**src/ssr_consts.vh**
```
/*
 * Constants for the simultaneous-sample parallel readout block:
 * interface mode codes, channel count, result width and conversion timing.
 * Assumes a 100 MHz system clock; included by its bare name.
 */
`ifndef SSR_CONSTS_VH
`define SSR_CONSTS_VH

`define SSR_CLK_PERIOD_NS 10
`define SSR_CONV_TIME_NS 2000
`define SSR_CONV_CYCLES (`SSR_CONV_TIME_NS / `SSR_CLK_PERIOD_NS)
`define SSR_NUM_CHANNELS 8
`define SSR_RESULT_WIDTH 18
`define SSR_BUS_WIDTH 16
`define SSR_MODE_PARALLEL 2'h0
`define SSR_MODE_BYTE 2'h1
`define SSR_MODE_SERIAL 2'h2

`endif

```
**src/ssr_edge_sync.v**
```verilog
/*
 * Two-flop synchroniser with rising and falling edge pulses.
 * Assumes the input is asynchronous to clk; rise and fall are one-cycle pulses, level is the synchronised input.
 */
`timescale 1ns/1ps
module ssr_edge_sync
(
	input wire clk,
	input wire rst,
	input wire pinIn,
	output wire level,
	output wire rise,
	output wire fall
);

reg meta_reg;
reg sync_reg;
reg last_reg;

// first flop feeds only the second; edges come from the later pair
always @(posedge clk)
begin
	if (rst)
	begin
		meta_reg <= 1'b0;
		sync_reg <= 1'b0;
		last_reg <= 1'b0;
	end
	else
	begin
		meta_reg <= pinIn;
		sync_reg <= meta_reg;
		last_reg <= sync_reg;
	end
end

assign level = sync_reg;
assign rise = sync_reg & ~last_reg;
assign fall = ~sync_reg & last_reg;

endmodule

```
**src/ssr_readout.v**
```verilog
/*
 * Conversion control and parallel readout for an 8-channel simultaneous
 * sampling 18-bit converter. Holds sampled codes, converts them over a
 * fixed busy period, and steps results out on the 16-bit bus.
 * Assumes the analog path delivers sampled codes on sampleCodes; host pins
 * are asynchronous and are synchronised here before use.
 */
`timescale 1ns/1ps
`include "ssr_consts.vh"
module ssr_readout
#(
	parameter NUM_CH = `SSR_NUM_CHANNELS,
	parameter RES_W = `SSR_RESULT_WIDTH,
	parameter CONV_CYCLES = `SSR_CONV_CYCLES
)
(
	input wire clk,
	input wire rst,
	input wire sampleStartGroupA,
	input wire sampleStartGroupB,
	input wire chipSelect_n,
	input wire readStrobe_n,
	input wire interfaceSelect,
	input wire byteSerialSelect,
	input wire [NUM_CH*RES_W-1:0] sampleCodes,
	output reg busy,
	output reg [`SSR_BUS_WIDTH-1:0] parallelDataBusOut,
	output reg parallelDataBusOe,
	output reg firstChannelFlagOut,
	output reg firstChannelFlagOe,
	output reg [1:0] interfaceMode
);

localparam HALF = NUM_CH / 2;
localparam ST_IDLE = 2'h0;
localparam ST_WAIT_B = 2'h1;
localparam ST_WAIT_A = 2'h2;
localparam ST_CONV = 2'h3;

////////////////////////////////////////////////////////////////////////////
// pin synchronisers

wire startALvl;
wire startARise;
wire startBLvl;
wire startBRise;
wire csLvl;
wire csRise;
wire csFall;
wire rdLvl;
wire rdFall;
wire ifSelLvl;
wire byteSelLvl;

ssr_edge_sync syncStartA (.clk(clk), .rst(rst), .pinIn(sampleStartGroupA),
	.level(startALvl), .rise(startARise), .fall());
ssr_edge_sync syncStartB (.clk(clk), .rst(rst), .pinIn(sampleStartGroupB),
	.level(startBLvl), .rise(startBRise), .fall());
ssr_edge_sync syncCs (.clk(clk), .rst(rst), .pinIn(chipSelect_n),
	.level(csLvl), .rise(csRise), .fall(csFall));
ssr_edge_sync syncRd (.clk(clk), .rst(rst), .pinIn(readStrobe_n),
	.level(rdLvl), .rise(), .fall(rdFall));
ssr_edge_sync syncIf (.clk(clk), .rst(rst), .pinIn(interfaceSelect),
	.level(ifSelLvl), .rise(), .fall());
ssr_edge_sync syncBs (.clk(clk), .rst(rst), .pinIn(byteSerialSelect),
	.level(byteSelLvl), .rise(), .fall());

////////////////////////////////////////////////////////////////////////////
// mode decode from strapped pins

reg [1:0] modeNext;

always @*
begin
	if (!ifSelLvl)
		modeNext = `SSR_MODE_PARALLEL;
	else if (byteSelLvl)
		modeNext = `SSR_MODE_BYTE;
	else
		modeNext = `SSR_MODE_SERIAL;
end

always @(posedge clk)
begin
	if (rst)
		interfaceMode <= `SSR_MODE_PARALLEL;
	else
		interfaceMode <= modeNext;
end

////////////////////////////////////////////////////////////////////////////
// sample hold and conversion sequencing

reg [1:0] state_reg;
reg [NUM_CH*RES_W-1:0] held_reg;
reg [NUM_CH*RES_W-1:0] result_reg;
reg [31:0] convCnt_reg;
reg busyFall_reg;

// both edges in one cycle is the common-start case: all eight held at once
always @(posedge clk)
begin
	if (rst)
	begin
		state_reg <= ST_IDLE;
		held_reg <= {NUM_CH*RES_W{1'b0}};
		result_reg <= {NUM_CH*RES_W{1'b0}};
		convCnt_reg <= 32'h0;
		busy <= 1'b0;
		busyFall_reg <= 1'b0;
	end
	else
	begin
		busyFall_reg <= 1'b0;
		case (state_reg)
			ST_IDLE:
			begin
				if (startARise)
					held_reg[HALF*RES_W-1:0] <= sampleCodes[HALF*RES_W-1:0];
				if (startBRise)
					held_reg[NUM_CH*RES_W-1:HALF*RES_W] <=
						sampleCodes[NUM_CH*RES_W-1:HALF*RES_W];
				if (startARise && startBRise)
				begin
					state_reg <= ST_CONV;
					busy <= 1'b1;
					convCnt_reg <= 32'h0;
				end
				else if (startARise)
					state_reg <= ST_WAIT_B;
				else if (startBRise)
					state_reg <= ST_WAIT_A;
			end
			ST_WAIT_B:
			begin
				if (startBRise)
				begin
					held_reg[NUM_CH*RES_W-1:HALF*RES_W] <=
						sampleCodes[NUM_CH*RES_W-1:HALF*RES_W];
					state_reg <= ST_CONV;
					busy <= 1'b1;
					convCnt_reg <= 32'h0;
				end
			end
			ST_WAIT_A:
			begin
				if (startARise)
				begin
					held_reg[HALF*RES_W-1:0] <= sampleCodes[HALF*RES_W-1:0];
					state_reg <= ST_CONV;
					busy <= 1'b1;
					convCnt_reg <= 32'h0;
				end
			end
			ST_CONV:
			begin
				// start edges here are ignored; host keeps them off while busy
				if (convCnt_reg >= CONV_CYCLES - 1)
				begin
					result_reg <= held_reg;
					busy <= 1'b0;
					busyFall_reg <= 1'b1;
					state_reg <= ST_IDLE;
				end
				else
					convCnt_reg <= convCnt_reg + 32'h1;
			end
			default:
				state_reg <= ST_IDLE;
		endcase
	end
end

////////////////////////////////////////////////////////////////////////////
// parallel readout stepping

reg [2:0] chPtr_reg;
reg halfSel_reg;
reg [4:0] strobeCnt_reg;
reg frameDone_reg;
wire parMode = (modeNext == `SSR_MODE_PARALLEL);
wire [RES_W-1:0] chCode = result_reg[chPtr_reg*RES_W +: RES_W];
wire stepNow = parMode && rdFall && !csLvl && !frameDone_reg;

// result_reg only changes at busy fall, so reads during busy see old data
always @(posedge clk)
begin
	if (rst)
	begin
		chPtr_reg <= 3'h0;
		halfSel_reg <= 1'b0;
		strobeCnt_reg <= 5'h0;
		frameDone_reg <= 1'b0;
		parallelDataBusOut <= 16'h0000;
		parallelDataBusOe <= 1'b0;
		firstChannelFlagOut <= 1'b0;
		firstChannelFlagOe <= 1'b0;
	end
	else if (busyFall_reg || csRise || !parMode)
	begin
		chPtr_reg <= 3'h0;
		halfSel_reg <= 1'b0;
		strobeCnt_reg <= 5'h0;
		frameDone_reg <= 1'b0;
		if (csRise || !parMode)
		begin
			parallelDataBusOe <= 1'b0;
			firstChannelFlagOe <= 1'b0;
		end
	end
	else
	begin
		if (csFall)
			parallelDataBusOe <= 1'b1;
		if (stepNow)
		begin
			parallelDataBusOe <= 1'b1;
			firstChannelFlagOe <= 1'b1;
			strobeCnt_reg <= strobeCnt_reg + 5'h1;
			if (!halfSel_reg)
				parallelDataBusOut <= chCode[RES_W-1:RES_W-16];
			else
				parallelDataBusOut <= {chCode[1:0], 14'h0000};
			// flag high for the two strobes of channel 1, low from the third
			firstChannelFlagOut <= (strobeCnt_reg < 5'h2);
			halfSel_reg <= ~halfSel_reg;
			if (halfSel_reg)
			begin
				if (chPtr_reg == NUM_CH - 1)
				begin
					chPtr_reg <= 3'h0;
					frameDone_reg <= 1'b1;
				end
				else
					chPtr_reg <= chPtr_reg + 3'h1;
			end
		end
	end
end

endmodule

```
**config.mk**
```make
export PLATFORM = sky130hd
export DESIGN_NAME = ssr_readout
export DESIGN_NICKNAME = d
export VERILOG_FILES = /design/src/ssr_edge_sync.v /design/src/ssr_readout.v
export VERILOG_INCLUDE_DIRS = /design/src
export SDC_FILE = /design/constraint.sdc
export NUM_CORES = 1
export LEC_CHECK = 0
export ABC_AREA = 1
export BUFFER_PORTS_ARGS = -buffer_cell sky130_fd_sc_hd__buf_2
export CAP_MARGIN = 10
export CORE_UTILIZATION = 60
export CTS_BUF_LIST = sky130_fd_sc_hd__clkbuf_8
export CTS_CLUSTER_SIZE = 20
export DETAILED_ROUTE_END_ITERATION = 12
export GPL_TIMING_DRIVEN = 1
export PLACE_DENSITY = 0.89
export SYNTH_ARGS = -nofsm -noshare
export SYNTH_HDL_FRONTEND = slang
export SYNTH_HIERARCHICAL = 1
export SYNTH_SLANG_ARGS = --single-unit
```
**constraint.sdc**
```tcl
create_clock -name clk -period 3.8 [get_ports clk]
set_clock_uncertainty 0.05 [all_clocks]
set_input_delay 0.38 -clock clk [delete_from_list [all_inputs] [get_ports clk]]
set_output_delay 0.38 -clock clk [all_outputs]
set_load 0.005 [all_outputs]
```
== Yosys cells after proc, flatten, opt, wreduce, memory -nomap -nowiden ==
Index checks and enable logic that the tools add are counted.

* Divide/modulo/power cells: 0
* Magnitude comparators: 2
* Equal/unequal tests: 11
* Multiply operators: 1
* $add $sub $neg: 3
* Reductions and logical operators: 29
* Shift-type cells: 1
* Muxes and demuxes: 28
* Bitwise gates (word level): 13

{| class="wikitable"
|+ Operator list
! cell !! number
|-
| $shiftx A144 B9 Y18 || 1
|-
| $mux W32 || 4
|-
| $pmux W32 S4 || 1
|-
| $add A32 B1 Y32 const B || 1
|-
| $ge A32 B8 Y1 const B || 1
|-
| $mux W16 || 1
|-
| $mux W2 || 8
|-
| $reduce_and A2 Y1 || 7
|-
| $reduce_and A4 Y1 || 3
|-
| $mux W1 || 11
|-
| $ne A2 B2 Y1 const B || 5
|-
| $not A1 Y1 || 8
|-
| $pmux W2 S4 || 1
|-
| $reduce_or A2 Y1 || 4
|-
| $mul A3 B4 Y7 const B || 1
|-
| $add A5 B1 Y5 const B || 1
|-
| $and A1 B1 Y1 || 5
|-
| $lt A5 B2 Y1 const B || 1
|-
| $eq A2 B2 Y1 const B || 2
|-
| $logic_and A1 B1 Y1 || 4
|-
| $logic_not A2 Y1 || 2
|-
| $ne A4 B4 Y1 const B || 1
|-
| $pmux W1 S4 || 1
|-
| $add A3 B1 Y3 const B || 1
|-
| 9 further kinds || 13
|}

* Register bits after elaboration: 371
* ROM bits: 0
* Bits in writable memories: 0
* Memories kept: 0
* Output and inout port bits: 22
* Bits in latches: 0

== Logic depth before layout (Yosys ltp) ==
* Word-level depth: 8
* Gate-level depth with buffers: 12
* Gate-level depth less buffers: 11

== Cells and area by module ==
The synthesis kept the hierarchy.

{| class="wikitable"
|+ Modules (own cells, without submodules)
! module !! instances !! sequential area each (µm²) !! cells an instance !! area each (µm²)
|-
| ssr_readout || 1 || 7106.8 || 1819 || 13729.4
|-
| ssr_edge_sync || 6 || 60.1 || 12 || 93.8
|}

== Worst setup path before layout ==
No wires, ideal clock.

* Path type: reg2reg
* Start point: register state_reg[0]
* End point: register convCnt_reg[0]
* Data arrival time: 1598 ps
* Data required time: 3637 ps
* Buffers on the path: 1
* Stages on the path, launching flop included: 10
* Setup time: 113 ps
* Path slack: 2038 ps
* Period minus slack after synthesis: 1762 ps
* Path through: dfxtp_1 > inv_1 > ha_1 > inv_1 > a21oi_1 > nor2_1 > nand2_1 > buf_2 > o21ai_1 > nor2_1

* Cells in the longest elaborated chain, start to end: 3
* Elaborated cells on any way between the ends: 10
* Those cells by class: eq/ne (7); mux (1); reduce/logical (2)

{| class="wikitable"
|+ RTL lines
! what !! RTL line !! source
|-
| from (decl) || ssr_readout.v:94 || <nowiki>reg [1:0] state_reg;</nowiki>
|-
| from (signal assigned) || ssr_readout.v:105 || <nowiki>state_reg <= ST_IDLE;</nowiki>
|-
| from (signal assigned) || ssr_readout.v:125 || <nowiki>state_reg <= ST_CONV;</nowiki>
|-
| from (signal assigned) || ssr_readout.v:130 || <nowiki>state_reg <= ST_WAIT_B;</nowiki>
|-
| $eq A2 B2 Y1 (tied with other cells) || ssr_readout.v:115 || <nowiki>case (state_reg)</nowiki>
|-
| $ne A2 B2 Y1 (no line) || n/a ||
|-
| $reduce_and A4 Y1 (no line) || n/a ||
|-
| to (signal assigned) || ssr_readout.v:166 || <nowiki>convCnt_reg <= convCnt_reg + 32'h1;</nowiki>
|-
| to (decl) || ssr_readout.v:97 || <nowiki>reg [31:0] convCnt_reg;</nowiki>
|}

Parallel ways exist; a longest one is shown, timed or not.
A chain may end at the register's enable or synchronous reset.

== Final worst setup path ==
* Start point: register state_reg[0]
* End point: register convCnt_reg[6]

Same word-level chain as after synthesis.

==> out/summary.txt <==
Outcome - complete, no violations
Hold Worst Slack - 7.100 ps
CP Data Required Time - 4190 ps
Total CTS buffers - 56
Final setup margin - 1022 ps
Routability cong. - 0.8853
Worst setup EP type - flop
Max clock buf depth - 3
Port Buf Inserts - 173
Post-Syn Nets - 2034
Max-slew headroom - 26.19%
Max-cap violations - 0
Slowest-stage cell, CP - nand2_1
Multi-input logic area - 5513 um^2
Layout cells sized above 1 - 13.13%
Crit-path cells - inv_1 -> ha_1 -> inv_1 -> a21oi_1 -> nor2_1 -> nand2_1 -> nand2_1 -> a21oi_1
Power Density - 482.7 nW/um^2
Vias in the first global route - 13350
Register Area - 7432 um^2
1st-iter DRT viols - 1451
Mean post-synth cell area - 7.575 um^2
Final #Nets - 2290
Type of the most critical hold path - input pin to flop
Pre-CTS worst setup slack - 1131 ps
Area Growth Syn to Fin - 23.99%
Detailed Place HPWL - 22790 um
Residual DRC count - 0
DRT Wirelength - 40360 um
CP delay by family, top - simple AND/OR/NAND/NOR gates
Drt first pass iters - 8
Reg clk slew, reported paths - 70 ps
Mapped Cells - 1874
GRT Total Usage - 33.17%
Root Buffer - clkbuf_8
RSZ-0062 raised after global routing - no
Synth Cell Area - 14200 um^2
Hold Vio Cnt, Final - 0
Initial antenna violation count - 0
Lkg Pwr - 7.436 nW
Slew Limit Fails - 0
DIE HEIGHT - 155.8 um
CTS H-tree depth - 2
Fillers - 1480
WP buf/inv - 2
Crit Path Category - flop to flop
Critical path's largest stage delay - 740 ps
Final setup vio count - 0
PostCTS Resize Cnt - 0
Peak VDD IR - 0.3351 mV
Max Fclk - 0.3600 GHz
Core area - 22920 um^2
CTS tree - yes
Largest net degree at the start of global routing - 142
First-pass GRT wire length - 64310 um
Final ANT Viol Nets - 0
Die ar. - 24280 um^2
Cell Rows - 55
Starting Density - 61.95%
Final worst-path cycle share - 73.11%
Worst-margin pin slew - 1107 ps
CTS Sinks - 371
DR WL/cell - 16.25 um
Setup bufs post-CTS - 0
Startpoint Class - flop
Period minus WS final - 2778 ps
Num ports - 174
Setup TNS - 0 ps
Clk Latency, worst-skew pair - 610 ps
Overall Power - 8.496 mW
Die width - 155.8 um
Cts-stage hold buffer count - 139
Total number of vias - 13860
Grt total ovfl - 0
Worst-path maximum fanout - 31
Vias/cell - 5.579
YS warnings - 6
Antenna cells - 0
Crit path arrival time - 3170 ps
final timing paths:
kind / startpoint / slack (ps) / to / depth (start not counted)
setup reg to reg: state_reg[0]$_SDFFE_PP0P_ / 1020 / convCnt_reg[6]$_SDFFE_PP0P_ / 8
hold reg to reg: syncRd/meta_reg$_SDFF_PP0_ / 360 / syncRd/level$_SDFF_PP0_ / 2
hold / removal: sampleCodes[138] / 7 / held_reg[138]$_SDFFE_PP0P_ / 3
setup / recovery: state_reg[0]$_SDFFE_PP0P_ / 1020 / convCnt_reg[6]$_SDFFE_PP0P_ / 8
worst reg2reg max path, stage by stage, from the launching register on:
cell	delay [ps]
dfxtp_1	370
inv_1	90
ha_1	240
inv_1	200
a21oi_1	100
nor2_1	460
nand2_1	740
nand2_1	280
a21oi_1	90
area by class of cell:
type,instances,area share (%)
clock inverter,25,0.7819
tap,313,2.225
inverter,189,4.059
timing repair buffer,327,13.61
clock buffer,74,5.786
sequential,371,42.22
multi-input combinational,1185,31.32
cells in the final DEF (no fill, tap or decap):
| master | instances |
|---|---|
| a211oi_1 | 1 |
| a21oi_1 | 207 |
| a21oi_4 | 2 |
| buf_12 | 2 |
| buf_2 | 173 |
| buf_4 | 13 |
| bufinv_16 | 1 |
| clkbuf_8 | 74 |
| clkinv_2 | 8 |
| clkinvlp_4 | 2 |
| dfxtp_1 | 369 |
| dfxtp_2 | 1 |
| dfxtp_4 | 1 |
| dlygate4sd3_1 | 139 |
| ha_1 | 8 |
| inv_1 | 201 |
| inv_2 | 1 |
| inv_6 | 1 |
| nand2_1 | 116 |
| nand2_2 | 2 |
| nand3_1 | 54 |
| nand4_1 | 3 |
| nor2_1 | 395 |
| nor2_2 | 1 |
| nor2_4 | 2 |
| nor3_1 | 7 |
| nor3b_1 | 1 |
| nor4_1 | 1 |
| o211ai_1 | 30 |
| o21ai_0 | 273 |
| o21ai_1 | 72 |
| o21ai_4 | 1 |
| o22ai_1 | 3 |
| xor2_1 | 6 |
routing by layer:
| metal | GRT usage [%] | wire length (um) |
|---|---|---|
| met2 | 57.02 | 19650 |
| met1 | 39.35 | 15540 |
| met3 | 5.556 | 3190 |
| met4 | 18.53 | 1989 |
| met5 | 0 | 0 |
through the flow:
| stage | cells | area [um^2] | util, % |
|---|---|---|---|
| finish | 2484 | 17600 | 76.81 |
| floorplan | 1874 | 14200 | - |
| detailed placement | 2246 | 15050 | 65.69 |
| CTS | 2484 | 17600 | 76.81 |
| global placement | 2246 | 15050 | 65.69 |
| global route | 2484 | 17600 | 76.81 |
power by group:
| part | total [mW] | internal, mW | leakage [nW] | switching (mW) |
|---|---|---|---|---|
| clock | 3.34 | 1.80 | 0.652 | 1.54 |
| sequential | 4.22 | 4.10 | 3.01 | 0.126 |
| combinational | 0.935 | 0.356 | 3.78 | 0.579 |
Power figures use the tool's default switching activity.
